==> src/rtl/csp_pkg.sv <==
// Package: register map, field layout and timing constants of the core status and power block
// ==========================================================================
package csp_pkg;

	localparam logic [7:0] ADDR_POINTER_LOW   = 8'h82;
	localparam logic [7:0] ADDR_POINTER_HIGH  = 8'h83;
	localparam logic [7:0] ADDR_POWER_CONTROL = 8'h87;
	localparam logic [7:0] ADDR_STATUS_WORD   = 8'hd0;
	localparam logic [7:0] ADDR_ACCUMULATOR   = 8'he0;
	localparam logic [7:0] ADDR_SECOND_OP     = 8'hf0;
	localparam logic [7:0] ADDR_POWER_STATE   = 8'hc7;

	localparam logic [7:0] RESET_BYTE    = 8'h00;
	localparam logic [15:0] RESET_VECTOR = 16'h0000;

	localparam int BIT_CARRY  = 7;
	localparam int BIT_HALF   = 6;
	localparam int BIT_USER_A = 5;
	localparam int BIT_BANK_HI = 4;
	localparam int BIT_BANK_LO = 3;
	localparam int BIT_OVER   = 2;
	localparam int BIT_USER_B = 1;
	localparam int BIT_PARITY = 0;
	localparam int BIT_IDLE   = 0;
	localparam int BIT_STOP   = 1;

	localparam int CLOCK_HZ          = 25000000;
	localparam int DETECTOR_TIMEOUT_US = 100;
	localparam int DETECTOR_CYCLES   = (CLOCK_HZ / 1000000) * DETECTOR_TIMEOUT_US;
	localparam int WATCHDOG_CYCLES   = 65536;

	typedef enum logic [2:0] {
		CSP_OP_NONE,
		CSP_OP_ADD,
		CSP_OP_ADD_WITH_CARRY,
		CSP_OP_SUBTRACT_WITH_BORROW,
		CSP_OP_MULTIPLY,
		CSP_OP_DIVIDE,
		CSP_OP_OTHER_ARITH
	} csp_op_type;

	typedef enum logic [1:0] {
		CSP_RUN,
		CSP_IDLE,
		CSP_STOP,
		CSP_SUSPEND
	} csp_power_type;

	typedef struct packed {
		csp_op_type op;
		logic [7:0] operand;
	} csp_alu_req_type;

	typedef struct packed {
		logic [7:0] addr;
		logic [7:0] wdata;
		logic       write;
		logic       read;
	} csp_bus_type;

endpackage

==> src/rtl/csp_core_status.sv <==
// Core status word, accumulators, data pointer and idle/stop/suspend power control
`timescale 1ns/1ps
module csp_core_status
	import csp_pkg::*;
#(
	parameter int WATCHDOG_LIMIT = WATCHDOG_CYCLES,
	parameter int DETECTOR_LIMIT = DETECTOR_CYCLES
) (
	input  wire logic             core_clk,
	input  wire logic             reset,
	input  wire csp_bus_type      bus,
	output logic [7:0]            rdata,
	input  wire csp_alu_req_type  alu_req,
	input  wire logic             instr_done,
	input  wire logic             irq_enabled_pin,
	input  wire logic             wake_event_pin,
	input  wire logic             watchdog_enable,
	input  wire logic             detector_enable,
	output logic [15:0]           data_pointer,
	output logic [4:0]            bank_base,
	output logic                  cpu_clock_enable,
	output logic                  periph_clock_enable,
	output logic                  oscillator_enable,
	output logic                  internal_reset,
	output logic [15:0]           fetch_address
);

	// ==========================================================================
	// Storage
	logic [7:0]    pointer_low;
	logic [7:0]    pointer_high;
	logic [7:0]    accumulator;
	logic [7:0]    second_operand_reg;
	logic          carry_flag;
	logic          half_carry_flag;
	logic          user_flag_a;
	logic          user_flag_b;
	logic          bank_select_hi;
	logic          bank_select_lo;
	logic          overflow_flag;
	csp_power_type power_state;
	logic          idle_pending;
	logic          stop_pending;
	logic [1:0]    irq_sync;
	logic [1:0]    wake_sync;
	logic [16:0]   watchdog_count;
	logic [11:0]   detector_count;
	logic          reset_seen;

	function automatic logic bus_hit(input csp_bus_type b, input logic [7:0] a);
		return b.write && (b.addr == a);
	endfunction

	wire parity_bit = ^accumulator;
	wire [7:0] status_word = {carry_flag, half_carry_flag, user_flag_a, bank_select_hi,
		bank_select_lo, overflow_flag, user_flag_b, parity_bit};

	// ==========================================================================
	// Arithmetic results
	logic [8:0]  next_sum;
	logic [4:0]  next_nib;
	logic [15:0] next_prod;
	logic        next_carry;
	logic        next_half;
	logic        next_over;
	logic [7:0]  next_acc;
	logic [7:0]  next_second;
	logic        alu_act;

	always_comb begin
		next_sum    = 9'h000;
		next_nib    = 5'h00;
		next_prod   = 16'h0000;
		next_carry  = 1'b0;
		next_half   = 1'b0;
		next_over   = 1'b0;
		next_acc    = accumulator;
		next_second = second_operand_reg;
		alu_act     = cpu_clock_enable;
		case (alu_req.op)
			CSP_OP_ADD, CSP_OP_ADD_WITH_CARRY: begin
				next_sum = {1'b0, accumulator} + {1'b0, alu_req.operand}
					+ {8'h00, alu_req.op == CSP_OP_ADD_WITH_CARRY && carry_flag};
				next_nib = {1'b0, accumulator[3:0]} + {1'b0, alu_req.operand[3:0]}
					+ {4'h0, alu_req.op == CSP_OP_ADD_WITH_CARRY && carry_flag};
				next_carry = next_sum[8];
				next_half  = next_nib[4];
				next_over  = (accumulator[7] == alu_req.operand[7]) && (next_sum[7] != accumulator[7]);
				next_acc   = next_sum[7:0];
			end
			CSP_OP_SUBTRACT_WITH_BORROW: begin
				next_sum = {1'b0, accumulator} - {1'b0, alu_req.operand} - {8'h00, carry_flag};
				next_nib = {1'b0, accumulator[3:0]} - {1'b0, alu_req.operand[3:0]} - {4'h0, carry_flag};
				next_carry = next_sum[8];
				next_half  = next_nib[4];
				next_over  = (accumulator[7] != alu_req.operand[7]) && (next_sum[7] != accumulator[7]);
				next_acc   = next_sum[7:0];
			end
			CSP_OP_MULTIPLY: begin
				next_prod   = accumulator * second_operand_reg;
				next_over   = next_prod[15:8] != 8'h00;
				next_acc    = next_prod[7:0];
				next_second = next_prod[15:8];
			end
			CSP_OP_DIVIDE: begin
				next_over = second_operand_reg == 8'h00;
				if (!next_over) begin
					next_acc    = accumulator / second_operand_reg;
					next_second = accumulator % second_operand_reg;
				end
			end
			CSP_OP_OTHER_ARITH: begin
				next_carry = 1'b0;
				next_half  = 1'b0;
			end
			default: alu_act = 1'b0;
		endcase
	end

	// ==========================================================================
	// Status word
	always_ff @(posedge core_clk or posedge reset) begin
		if (reset) begin
			carry_flag      <= 1'b0;
			half_carry_flag <= 1'b0;
			user_flag_a     <= 1'b0;
			user_flag_b     <= 1'b0;
			bank_select_hi  <= 1'b0;
			bank_select_lo  <= 1'b0;
			overflow_flag   <= 1'b0;
		end else if (internal_reset) begin
			carry_flag      <= 1'b0;
			half_carry_flag <= 1'b0;
			user_flag_a     <= 1'b0;
			user_flag_b     <= 1'b0;
			bank_select_hi  <= 1'b0;
			bank_select_lo  <= 1'b0;
			overflow_flag   <= 1'b0;
		end else if (alu_act) begin
			carry_flag      <= next_carry;
			half_carry_flag <= next_half;
			if (alu_req.op != CSP_OP_OTHER_ARITH)
				overflow_flag <= next_over;
		end else if (bus_hit(bus, ADDR_STATUS_WORD)) begin
			carry_flag      <= bus.wdata[BIT_CARRY];
			half_carry_flag <= bus.wdata[BIT_HALF];
			user_flag_a     <= bus.wdata[BIT_USER_A];
			user_flag_b     <= bus.wdata[BIT_USER_B];
			bank_select_hi  <= bus.wdata[BIT_BANK_HI];
			bank_select_lo  <= bus.wdata[BIT_BANK_LO];
			overflow_flag   <= bus.wdata[BIT_OVER];
		end
	end

	// ==========================================================================
	// Accumulators and data pointer
	always_ff @(posedge core_clk or posedge reset) begin
		if (reset) begin
			accumulator        <= RESET_BYTE;
			second_operand_reg <= RESET_BYTE;
		end else if (internal_reset) begin
			accumulator        <= RESET_BYTE;
			second_operand_reg <= RESET_BYTE;
		end else if (alu_act) begin
			accumulator        <= next_acc;
			second_operand_reg <= next_second;
		end else begin
			if (bus_hit(bus, ADDR_ACCUMULATOR))
				accumulator <= bus.wdata;
			if (bus_hit(bus, ADDR_SECOND_OP))
				second_operand_reg <= bus.wdata;
		end
	end

	always_ff @(posedge core_clk or posedge reset) begin
		if (reset) begin
			pointer_low  <= RESET_BYTE;
			pointer_high <= RESET_BYTE;
		end else if (internal_reset) begin
			pointer_low  <= RESET_BYTE;
			pointer_high <= RESET_BYTE;
		end else begin
			if (bus_hit(bus, ADDR_POINTER_LOW))
				pointer_low <= bus.wdata;
			if (bus_hit(bus, ADDR_POINTER_HIGH))
				pointer_high <= bus.wdata;
		end
	end

	always_ff @(posedge core_clk or posedge reset) begin
		if (reset) begin
			data_pointer <= {RESET_BYTE, RESET_BYTE};
			bank_base    <= 5'h00;
		end else begin
			data_pointer <= {pointer_high, pointer_low};
			bank_base    <= {bank_select_hi, bank_select_lo, 3'b000};
		end
	end

	// ==========================================================================
	// Synchronisers for pin-level wake sources
	always_ff @(posedge core_clk or posedge reset) begin
		if (reset) begin
			irq_sync  <= 2'b00;
			wake_sync <= 2'b00;
		end else begin
			irq_sync  <= {irq_sync[0], irq_enabled_pin};
			wake_sync <= {wake_sync[0], wake_event_pin};
		end
	end

	// ==========================================================================
	// Power state; idle and stop triggers wait for the writing instruction to finish, suspend enters at once
	always_ff @(posedge core_clk or posedge reset) begin
		if (reset) begin
			power_state  <= CSP_RUN;
			idle_pending <= 1'b0;
			stop_pending <= 1'b0;
		end else if (internal_reset) begin
			power_state  <= CSP_RUN;
			idle_pending <= 1'b0;
			stop_pending <= 1'b0;
		end else begin
			// A trigger written in a completing cycle waits for the next completion
			if (bus_hit(bus, ADDR_POWER_CONTROL)) begin
				idle_pending <= idle_pending | bus.wdata[BIT_IDLE];
				stop_pending <= stop_pending | bus.wdata[BIT_STOP];
			end else if (instr_done) begin
				idle_pending <= 1'b0;
				stop_pending <= 1'b0;
			end
			case (power_state)
				CSP_RUN: begin
					if (instr_done && stop_pending)
						power_state <= CSP_STOP;
					else if (instr_done && idle_pending)
						power_state <= CSP_IDLE;
					else if (bus_hit(bus, ADDR_POWER_STATE) && bus.wdata[0])
						power_state <= CSP_SUSPEND;
				end
				CSP_IDLE: if (irq_sync[1])
					power_state <= CSP_RUN;
				// Only the reset and internal reset branches above leave stop
				CSP_STOP: power_state <= CSP_STOP;
				CSP_SUSPEND: if (wake_sync[1])
					power_state <= CSP_RUN;
				default: power_state <= CSP_RUN;
			endcase
		end
	end

	// ==========================================================================
	// Watchdog in idle and missing clock detector in stop
	// Detector runs off its own oscillator in silicon; modelled here on core_clk
	always_ff @(posedge core_clk or posedge reset) begin
		if (reset) begin
			watchdog_count <= 17'h00000;
			detector_count <= 12'h000;
			reset_seen     <= 1'b0;
		end else begin
			reset_seen <= 1'b0;
			if (watchdog_enable && power_state == CSP_IDLE) begin
				watchdog_count <= watchdog_count + 17'h00001;
				if (watchdog_count == 17'(WATCHDOG_LIMIT - 1)) begin
					watchdog_count <= 17'h00000;
					reset_seen     <= 1'b1;
				end
			end else
				watchdog_count <= 17'h00000;
			if (detector_enable && power_state == CSP_STOP) begin
				detector_count <= detector_count + 12'h001;
				if (detector_count == 12'(DETECTOR_LIMIT - 1)) begin
					detector_count <= 12'h000;
					reset_seen     <= 1'b1;
				end
			end else
				detector_count <= 12'h000;
		end
	end

	// ==========================================================================
	// Registered outputs
	always_ff @(posedge core_clk or posedge reset) begin
		if (reset) begin
			internal_reset      <= 1'b0;
			fetch_address       <= RESET_VECTOR;
			cpu_clock_enable    <= 1'b1;
			periph_clock_enable <= 1'b1;
			oscillator_enable   <= 1'b1;
		end else begin
			internal_reset <= reset_seen;
			if (reset_seen)
				fetch_address <= RESET_VECTOR;
			// Gate opens on the same edge as the state leaves idle, never mid-cycle
			cpu_clock_enable    <= (power_state == CSP_RUN && !(instr_done && (idle_pending || stop_pending)))
				|| (power_state == CSP_IDLE && irq_sync[1]);
			periph_clock_enable <= power_state != CSP_STOP && !(instr_done && stop_pending);
			oscillator_enable   <= power_state != CSP_STOP && power_state != CSP_SUSPEND;
		end
	end

	always_ff @(posedge core_clk or posedge reset) begin
		if (reset)
			rdata <= 8'h00;
		else if (bus.read) begin
			case (bus.addr)
				ADDR_POINTER_LOW:   rdata <= pointer_low;
				ADDR_POINTER_HIGH:  rdata <= pointer_high;
				ADDR_POWER_CONTROL: rdata <= 8'h00;
				ADDR_STATUS_WORD:   rdata <= status_word;
				ADDR_ACCUMULATOR:   rdata <= accumulator;
				ADDR_SECOND_OP:     rdata <= second_operand_reg;
				ADDR_POWER_STATE:   rdata <= {6'h00, power_state};
				default:            rdata <= 8'h00;
			endcase
		end else
			rdata <= 8'h00;
	end

	// ==========================================================================
	// Checks
	a_parity_read: assert property (@(posedge core_clk) disable iff (reset)
		bus.read && bus.addr == ADDR_STATUS_WORD |=> rdata[0] == ^$past(accumulator)) else $error("parity bad");
	a_power_reads_zero: assert property (@(posedge core_clk) disable iff (reset)
		bus.read && bus.addr == ADDR_POWER_CONTROL |=> rdata == 8'h00) else $error("power control not zero");
	a_carry_add: assert property (@(posedge core_clk) disable iff (reset || internal_reset)
		cpu_clock_enable && alu_req.op == CSP_OP_ADD
		|=> carry_flag == (9'($past(accumulator)) + 9'($past(alu_req.operand)) > 9'h0ff)) else $error("carry bad");
	a_borrow_sub: assert property (@(posedge core_clk) disable iff (reset || internal_reset)
		cpu_clock_enable && alu_req.op == CSP_OP_SUBTRACT_WITH_BORROW
		|=> carry_flag == (9'($past(accumulator)) < 9'($past(alu_req.operand)) + 9'($past(carry_flag))))
		else $error("borrow bad");
	a_half_carry_add: assert property (@(posedge core_clk) disable iff (reset || internal_reset)
		cpu_clock_enable && alu_req.op == CSP_OP_ADD
		|=> half_carry_flag == (5'($past(accumulator[3:0])) + 5'($past(alu_req.operand[3:0])) > 5'h0f))
		else $error("half carry bad");
	a_user_flags: assert property (@(posedge core_clk) disable iff (reset || internal_reset)
		bus_hit(bus, ADDR_STATUS_WORD) && !alu_act
		|=> user_flag_a == $past(bus.wdata[BIT_USER_A]) && user_flag_b == $past(bus.wdata[BIT_USER_B]))
		else $error("user flag lost");
	a_divide_keep: assert property (@(posedge core_clk) disable iff (reset || internal_reset)
		cpu_clock_enable && alu_req.op == CSP_OP_DIVIDE && second_operand_reg == 8'h00
		|=> accumulator == $past(accumulator)) else $error("divide by zero changed accumulator");
	a_div_zero_over: assert property (@(posedge core_clk) disable iff (reset || internal_reset)
		cpu_clock_enable && alu_req.op == CSP_OP_DIVIDE && second_operand_reg == 8'h00 |=> overflow_flag)
		else $error("div zero no overflow");
	a_mul_clear_over: assert property (@(posedge core_clk) disable iff (reset || internal_reset)
		cpu_clock_enable && alu_req.op == CSP_OP_MULTIPLY && (accumulator * second_operand_reg) < 256
		|=> !overflow_flag) else $error("multiply overflow not cleared");
	a_stop_sticks: assert property (@(posedge core_clk) disable iff (reset)
		power_state == CSP_STOP && !internal_reset |=> power_state == CSP_STOP) else $error("stop left without reset");
	a_stop_gates: assert property (@(posedge core_clk) disable iff (reset)
		power_state == CSP_STOP |-> !cpu_clock_enable && !periph_clock_enable) else $error("clock runs in stop");
	a_stop_osc_off: assert property (@(posedge core_clk) disable iff (reset)
		power_state == CSP_STOP |=> !oscillator_enable) else $error("oscillator runs in stop");
	a_suspend_osc: assert property (@(posedge core_clk) disable iff (reset)
		power_state == CSP_SUSPEND |=> !oscillator_enable) else $error("oscillator runs in suspend");
	a_internal_restart: assert property (@(posedge core_clk) disable iff (reset)
		internal_reset |=> power_state == CSP_RUN && accumulator == RESET_BYTE && fetch_address == RESET_VECTOR)
		else $error("internal reset incomplete");
	a_idle_wake: assert property (@(posedge core_clk) disable iff (reset || internal_reset)
		power_state == CSP_IDLE && irq_sync[1] |=> cpu_clock_enable && power_state == CSP_RUN)
		else $error("idle wake late");
	a_idle_halts: assert property (@(posedge core_clk) disable iff (reset || internal_reset)
		power_state == CSP_RUN && instr_done && idle_pending && !stop_pending
		|=> power_state == CSP_IDLE && !cpu_clock_enable && periph_clock_enable) else $error("idle entry bad");
	a_bank_map: assert property (@(posedge core_clk) disable iff (reset)
		##1 bank_base == {$past(bank_select_hi), $past(bank_select_lo), 3'b000}) else $error("bank base bad");

endmodule

==> config.mk <==
export PLATFORM = sky130hd
export DESIGN_NAME = csp_core_status
export DESIGN_NICKNAME = d
export VERILOG_FILES = /design/src/rtl/csp_pkg.sv /design/src/rtl/csp_core_status.sv
export SDC_FILE = /design/constraint.sdc
export NUM_CORES = 1
export LEC_CHECK = 0
export ABC_AREA = 1
export ABC_CLOCK_PERIOD_IN_PS = 13800
export BUFFER_PORTS_ARGS = -buffer_cell sky130_fd_sc_hd__clkbuf_2
export CAP_MARGIN = 20
export CORE_AREA = 2 2 145 147
export DETAILED_ROUTE_END_ITERATION = 12
export DIE_AREA = 0 0 147 149
export HOLD_SLACK_MARGIN = 0.15
export PLACE_DENSITY = 0.8
export RECOVER_POWER = 100
export SLEW_MARGIN = 20
export SYNTH_ARGS = -nofsm -noshare
export SYNTH_HDL_FRONTEND = slang
export SYNTH_SLANG_ARGS = --single-unit
==> constraint.sdc <==
create_clock -name core_clk -period 13.8 [get_ports core_clk]
set_input_delay 2.76 -clock core_clk [delete_from_list [all_inputs] [get_ports core_clk]]
set_output_delay 2.76 -clock core_clk [all_outputs]
set_load 0.005 [all_outputs]
==> results of run 1 <==
-- path summary, 6_finish.rpt --
kind / from / depth (start not counted) / end
worst max-delay path: second_operand_reg[0]$_DFFE_PP0P_ / 69 / second_operand_reg[4]$_DFFE_PP0P_
worst min-delay path: reset_seen$_DFF_PP0_ / 0 / internal_reset$_DFF_PP0_
worst max register to register: second_operand_reg[0]$_DFFE_PP0P_ / 69 / second_operand_reg[4]$_DFFE_PP0P_
worst min register to register: reset_seen$_DFF_PP0_ / 0 / internal_reset$_DFF_PP0_
max in group asynchronous: reset / 3 / second_operand_reg[7]$_DFFE_PP0P_
min in group asynchronous: reset / 2 / watchdog_count[16]$_DFF_PP0_
-- through the flow --
stage	instances	worst slack, ns	hold WS, ns
floorplan	1402	4.37	0.331
finish	1714	2.41	0.348
detailed placement	1698	2.86	0.336
global route	1714	1.00	0.359
global placement	1698	3.35	0.332
CTS	1714	2.81	0.350
-- logic make-up after synthesis --
| family | Yosys count | synth area share, % |
|---|---|---|
| AO/OA/AOI/OAI | 192 | 11.3 |
| flip-flops | 107 | 26.6 |
| other | 1 | 0.0372 |
| buffers and inverters | 295 | 11.7 |
| XOR/XNOR | 39 | 3.39 |
| AND/OR/NAND/NOR | 605 | 26.0 |
| adder cells (fa/ha/maj) | 145 | 21.1 |
-- cell type report --
class | instances | area [sq um] | share of cell area [%]
tap | 275 | 344 | 3.18
clock buffer | 10 | 239 | 2.21
clock inverter | 6 | 62.6 | 0.578
sequential | 107 | 2680 | 24.8
inverter | 248 | 933 | 8.62
multi-input combinational | 1000 | 6250 | 57.8
timing repair buffer | 68 | 312 | 2.88
-- per-layer routing --
metal / up-vias / global-route usage [%]
met5: - / 0
met2: 389 / 43.6
met1: 4420 / 34.6
met4: 0 / 8.61
met3: 69 / 3.18
li1: 4506 / -
-- cells in the final DEF (no fill, tap or decap), types with 5 or more instances in the layout --
| cell type | Yosys | layout |
|---|---|---|
| nor4_1 | 9 | 9 |
| a31oi_1 | 11 | 11 |
| o2111ai_1 | 5 | 5 |
| conb_1 | 1 | 19 |
| clkbuf_2 | 0 | 39 |
| clkbuf_16 | 0 | 9 |
| o21bai_1 | 5 | 5 |
| xor2_1 | 32 | 32 |
| nand4_1 | 10 | 10 |
| ha_1 | 104 | 104 |
| or2_2 | 10 | 10 |
| nor2_1 | 79 | 80 |
| nand2_1 | 346 | 347 |
| o22ai_1 | 12 | 12 |
| xnor2_1 | 7 | 7 |
| nor3b_1 | 6 | 6 |
| nand3_1 | 94 | 95 |
| and2_1 | 5 | 5 |
| fa_1 | 41 | 41 |
| a21oi_1 | 59 | 59 |
| nor3_1 | 25 | 25 |
| dfrtp_1 | 104 | 104 |
| clkbuf_1 | 25 | 27 |
| inv_1 | 243 | 242 |
| o21ai_0 | 65 | 69 |
==> flow_summary.toml, run 1 <==
[timing]
final_max_slew_viol_count = 120
finClkSkew_ns = 0.00833
setup_viol = 0
fin_crit_sh_pct = 82.5
final-hold-violation-count = 0
fmax_mhz = 87.8
max_slew_margin_pct = -98.9
setup-tns-final_ns = 0
tightest_slew_ns = 2.98
rsz0062_at_grt = "no"
period_needed_ns = 11.39

[grt]
grt_max_degree = 58
grt_pass1_vias = 9175
track_usage_pct = 25.8
gr-total-overflow = 0
antenna_found_initial = 0
grt_pass1_wl_mm = 45.6

[cts]
cts.reportedPaths.clkPinSlew_ns = 0.08
hold_buffers = 0
clock-root-buffer = "clkbuf_16"
clock-sinks = 107
postCtsSetupBuffers = 0
cts_buffers = 9
cts_max_level = 3
post_cts_resize_count = 0
cts_tree = "done"
clockBufferDepth = 2
insertion_delay_ns = 0.35

[outcome]
violations = "max-capacitance violations, max-slew violations"
status = "complete, but fails checks"

[placement]
gp_congestion = 1.01
dp_hpwl_mm = 21.5
io_buffers = 65
detailed_place.area_sq_um = 10600

[die]
coreArea_sq_um = 20600
design.die.area_sq_um = 21900
die_h_microns = 149
die_w_microns = 147
io_pins = 85
initial_core_util_pct = 49.0
rows = 53

[worst_hold_path]
hp-class = "reg2reg"

[synthesis]
syn_area_sq_um = 10100
synthFlopType = "dfrtp_1"
syn_avg_cell_area_sq_um = 7.28
synth_edf_count = 0
synth_most_common_cell = "nand2_1"
synth_area_leaders = "dfrtp_1, ha_1, nand2_1, inv_1, fa_1"
netlist.area_leader.share_pct = 25.8
ys_ff_latch = 107
synth_top_cell_by_area = "dfrtp_1"
synthArstFlopShare_pct = 100
netlist_instances = 1384
synth_cell_types = 60
ys_seq_area_share_pct = 26.6
ys_warn_count = 0
synth_commonest_cells = "nand2_1, inv_1, dfrtp_1, ha_1, nand3_1"

[routing]
antenna_left = 0
wl_met2_mm = 13.0
drc = 0
drt_pass1_iterations = 7
wl_met3_mm = 1.89
avgViaCountPerCell = 5.47
vias = 9384
wl_met1_mm = 11.5
top_layer = "met4"
post_drt_wl_per_cell_microns = 15.9
drtIter0Drc = 744
totalWireLength_mm = 27.3

[layout]
reg_top3 = "watchdog_count (17), data_pointer (16), detector_count (12)"
top_register = "watchdog_count"
final_cell_area_sq_um = 10800
drive_above_1_share_pct = 5.77
final_util_pct = 52.7
n_fill_cell = 2022
nets = 1615
antennaDiodeCount = 0
largest_register_ffs = 17
area_growth_pct = 7.40

[worst_setup_path]
cp-end-kind = "flop"
setup.worst_path.class = "reg2reg"
crit_slowest_cell = "dfrtp_1"
critPathMostFrequentCell = "nand2_1"
r2r_slack_ns = 2.41
path_max_fanout = 13
critPathRequiredTime_ns = 14.02
worstPathArrival_ns = 11.61
startpoint_type = "flop"
cp_top_family = "simple AND/OR/NAND/NOR gates"
worst_path_largest_cell_delay_ns = 0.71
worst-path-buf-inv = 10

[job]
maxCapViolations = 3
Power of run 1 is not shown: default switching activity piles up to over one toggle a cycle in this logic, so the estimate is an artifact.
==> run 2: changes to the inputs <==
ABC_CLOCK_PERIOD_IN_PS = 10300   (was 13800)
PLACE_DENSITY = 0.83   (was 0.8)
clock period = 10.3 ns   (was 13.8 ns; I/O delays follow)
==> flow_summary.toml, run 2 (synthesis results as in run 1) <==
[routing]
post_drt_wl_per_cell_microns = 16.0
drtIter0Drc = 797
vias = 9469
totalWireLength_mm = 27.7
drt_pass1_iterations = 6
antenna_left = 0
avgViaCountPerCell = 5.45
drc = 0

[worst_setup_path]
cp_top_family = "simple AND/OR/NAND/NOR gates"
r2r_slack_ns = 0.72
worst_path_largest_cell_delay_ns = 0.42
critPathMostFrequentCell = "nand2_1"
worst-path-buf-inv = 8
r2r_cells = 68
critPathRequiredTime_ns = 10.50
reg2reg_from = "accumulator[7]$_DFFE_PP0P_"
worstPathArrival_ns = 9.78
crit_slowest_cell = "dfrtp_1"
cp-end-kind = "flop"
path_max_fanout = 8
r2r_end = "accumulator[0]$_DFFE_PP0P_"
setup.worst_path.class = "reg2reg"
startpoint_type = "flop"

[layout]
mostFrequentLayoutCells = "nand2_1, inv_1, dfrtp_1"
n_fill_cell = 1886
area_growth_pct = 12.1
ff_latch_area_sq_um = 2680
drive_above_1_share_pct = 11.3
antennaDiodeCount = 0
multi_input_area_sq_um = 6530
final_common_cell = "nand2_1"
reg_top3 = "watchdog_count (17), data_pointer (16), detector_count (12)"
nets = 1639
top_register = "watchdog_count"
largest_register_ffs = 17

[die]
die_w_microns = 147
rows = 53
initial_core_util_pct = 49.0
die_h_microns = 149
coreArea_sq_um = 20600
io_pins = 85
design.die.area_sq_um = 21900

[grt]
grt_max_degree = 69
grt_pass1_wl_mm = 44.6
grt_pass1_vias = 9302
antenna_found_initial = 0
gr-total-overflow = 0
track_usage_pct = 25.3

[timing]
final_max_slew_viol_count = 110
fmax_mhz = 104
finClkSkew_ns = 0.00602
setup-tns-final_ns = 0
final-hold-violation-count = 0
tightest_slew_ns = 3.56
setup_viol = 0
period_needed_ns = 9.58
fin_crit_sh_pct = 93.0
max_slew_margin_pct = -137

[cts]
clockBufferDepth = 2
hold_buffers = 0
cts_max_level = 3
clock-root-buffer = "clkbuf_16"
cts_buffers = 9
cts.reportedPaths.clkPinSlew_ns = 0.08
cts_tree = "done"
insertion_delay_ns = 0.35
clock-sinks = 107

[worst_hold_path]
hp-start = "reset_seen$_DFF_PP0_"
whs_endpoint = "internal_reset$_DFF_PP0_"
hp-class = "reg2reg"
holdPathStages = 0

[placement]
dp_hpwl_mm = 21.6
io_buffers = 65
gp_congestion = 1.00

[outcome]
violations = "max-capacitance violations, max-slew violations"
status = "complete, but fails checks"

[job]
maxCapViolations = 2
run 2: what timing repair did:
action,in CTS,in global routing
buffers inserted,0,13
endpoints found under the setup margin,8,9
resized for setup,5,65
pin swaps,0,12
run 2: layout make-up:
type,instances,share of cell area [%]
clock inverters,6,0.553
flip-flops and latches,107,23.7
clock buffers,10,2.11
inverters,248,8.35
repair buffers,92,4.44
multi-input cells,1000,57.8
well taps,275,3.04
run 2: how the worst max path moves through the flow:
stage / from / to / cells after the start
after CTS: accumulator[4]$_DFFE_PP0P_ / accumulator[0]$_DFFE_PP0P_ / 70
after global placement: accumulator[4]$_DFFE_PP0P_ / accumulator[0]$_DFFE_PP0P_ / 70
after floorplan: second_operand_reg[0]$_DFFE_PP0P_ / second_operand_reg[7]$_DFFE_PP0P_ / 73
final: accumulator[7]$_DFFE_PP0P_ / accumulator[0]$_DFFE_PP0P_ / 68
after detailed placement: accumulator[4]$_DFFE_PP0P_ / accumulator[0]$_DFFE_PP0P_ / 69
after global routing: accumulator[4]$_DFFE_PP0P_ / second_operand_reg[3]$_DFFE_PP0P_ / 68
run 2: through the flow:
| step | setup WS [ns] | util, % | cell area, sq um | cells | hold slack [ns] |
|---|---|---|---|---|---|
| finish | 0.723 | 55.0 | 11300 | 1738 | 0.351 |
| global route | -0.144 | 55.0 | 11300 | 1738 | 0.374 |
| CTS | 0.0320 | 53.5 | 11000 | 1725 | 0.352 |
| detailed placement | -0.152 | 51.9 | 10700 | 1709 | 0.335 |
| global placement | 0.245 | 51.9 | 10700 | 1709 | 0.333 |
| floorplan | 0.868 | - | 10100 | 1402 | 0.331 |
run 2: per-layer routing:
layer	routed length, microns	vias up	share of wire, %	GRT usage, %
met5	0	-	0	0
met4	1480	0	5.3	11.2
met3	2110	112	7.6	4.40
met2	13000	401	47	43.8
met1	11100	4393	40	31.0
li1	-	4563	-	-
Power of run 2 is left out for the same reason.
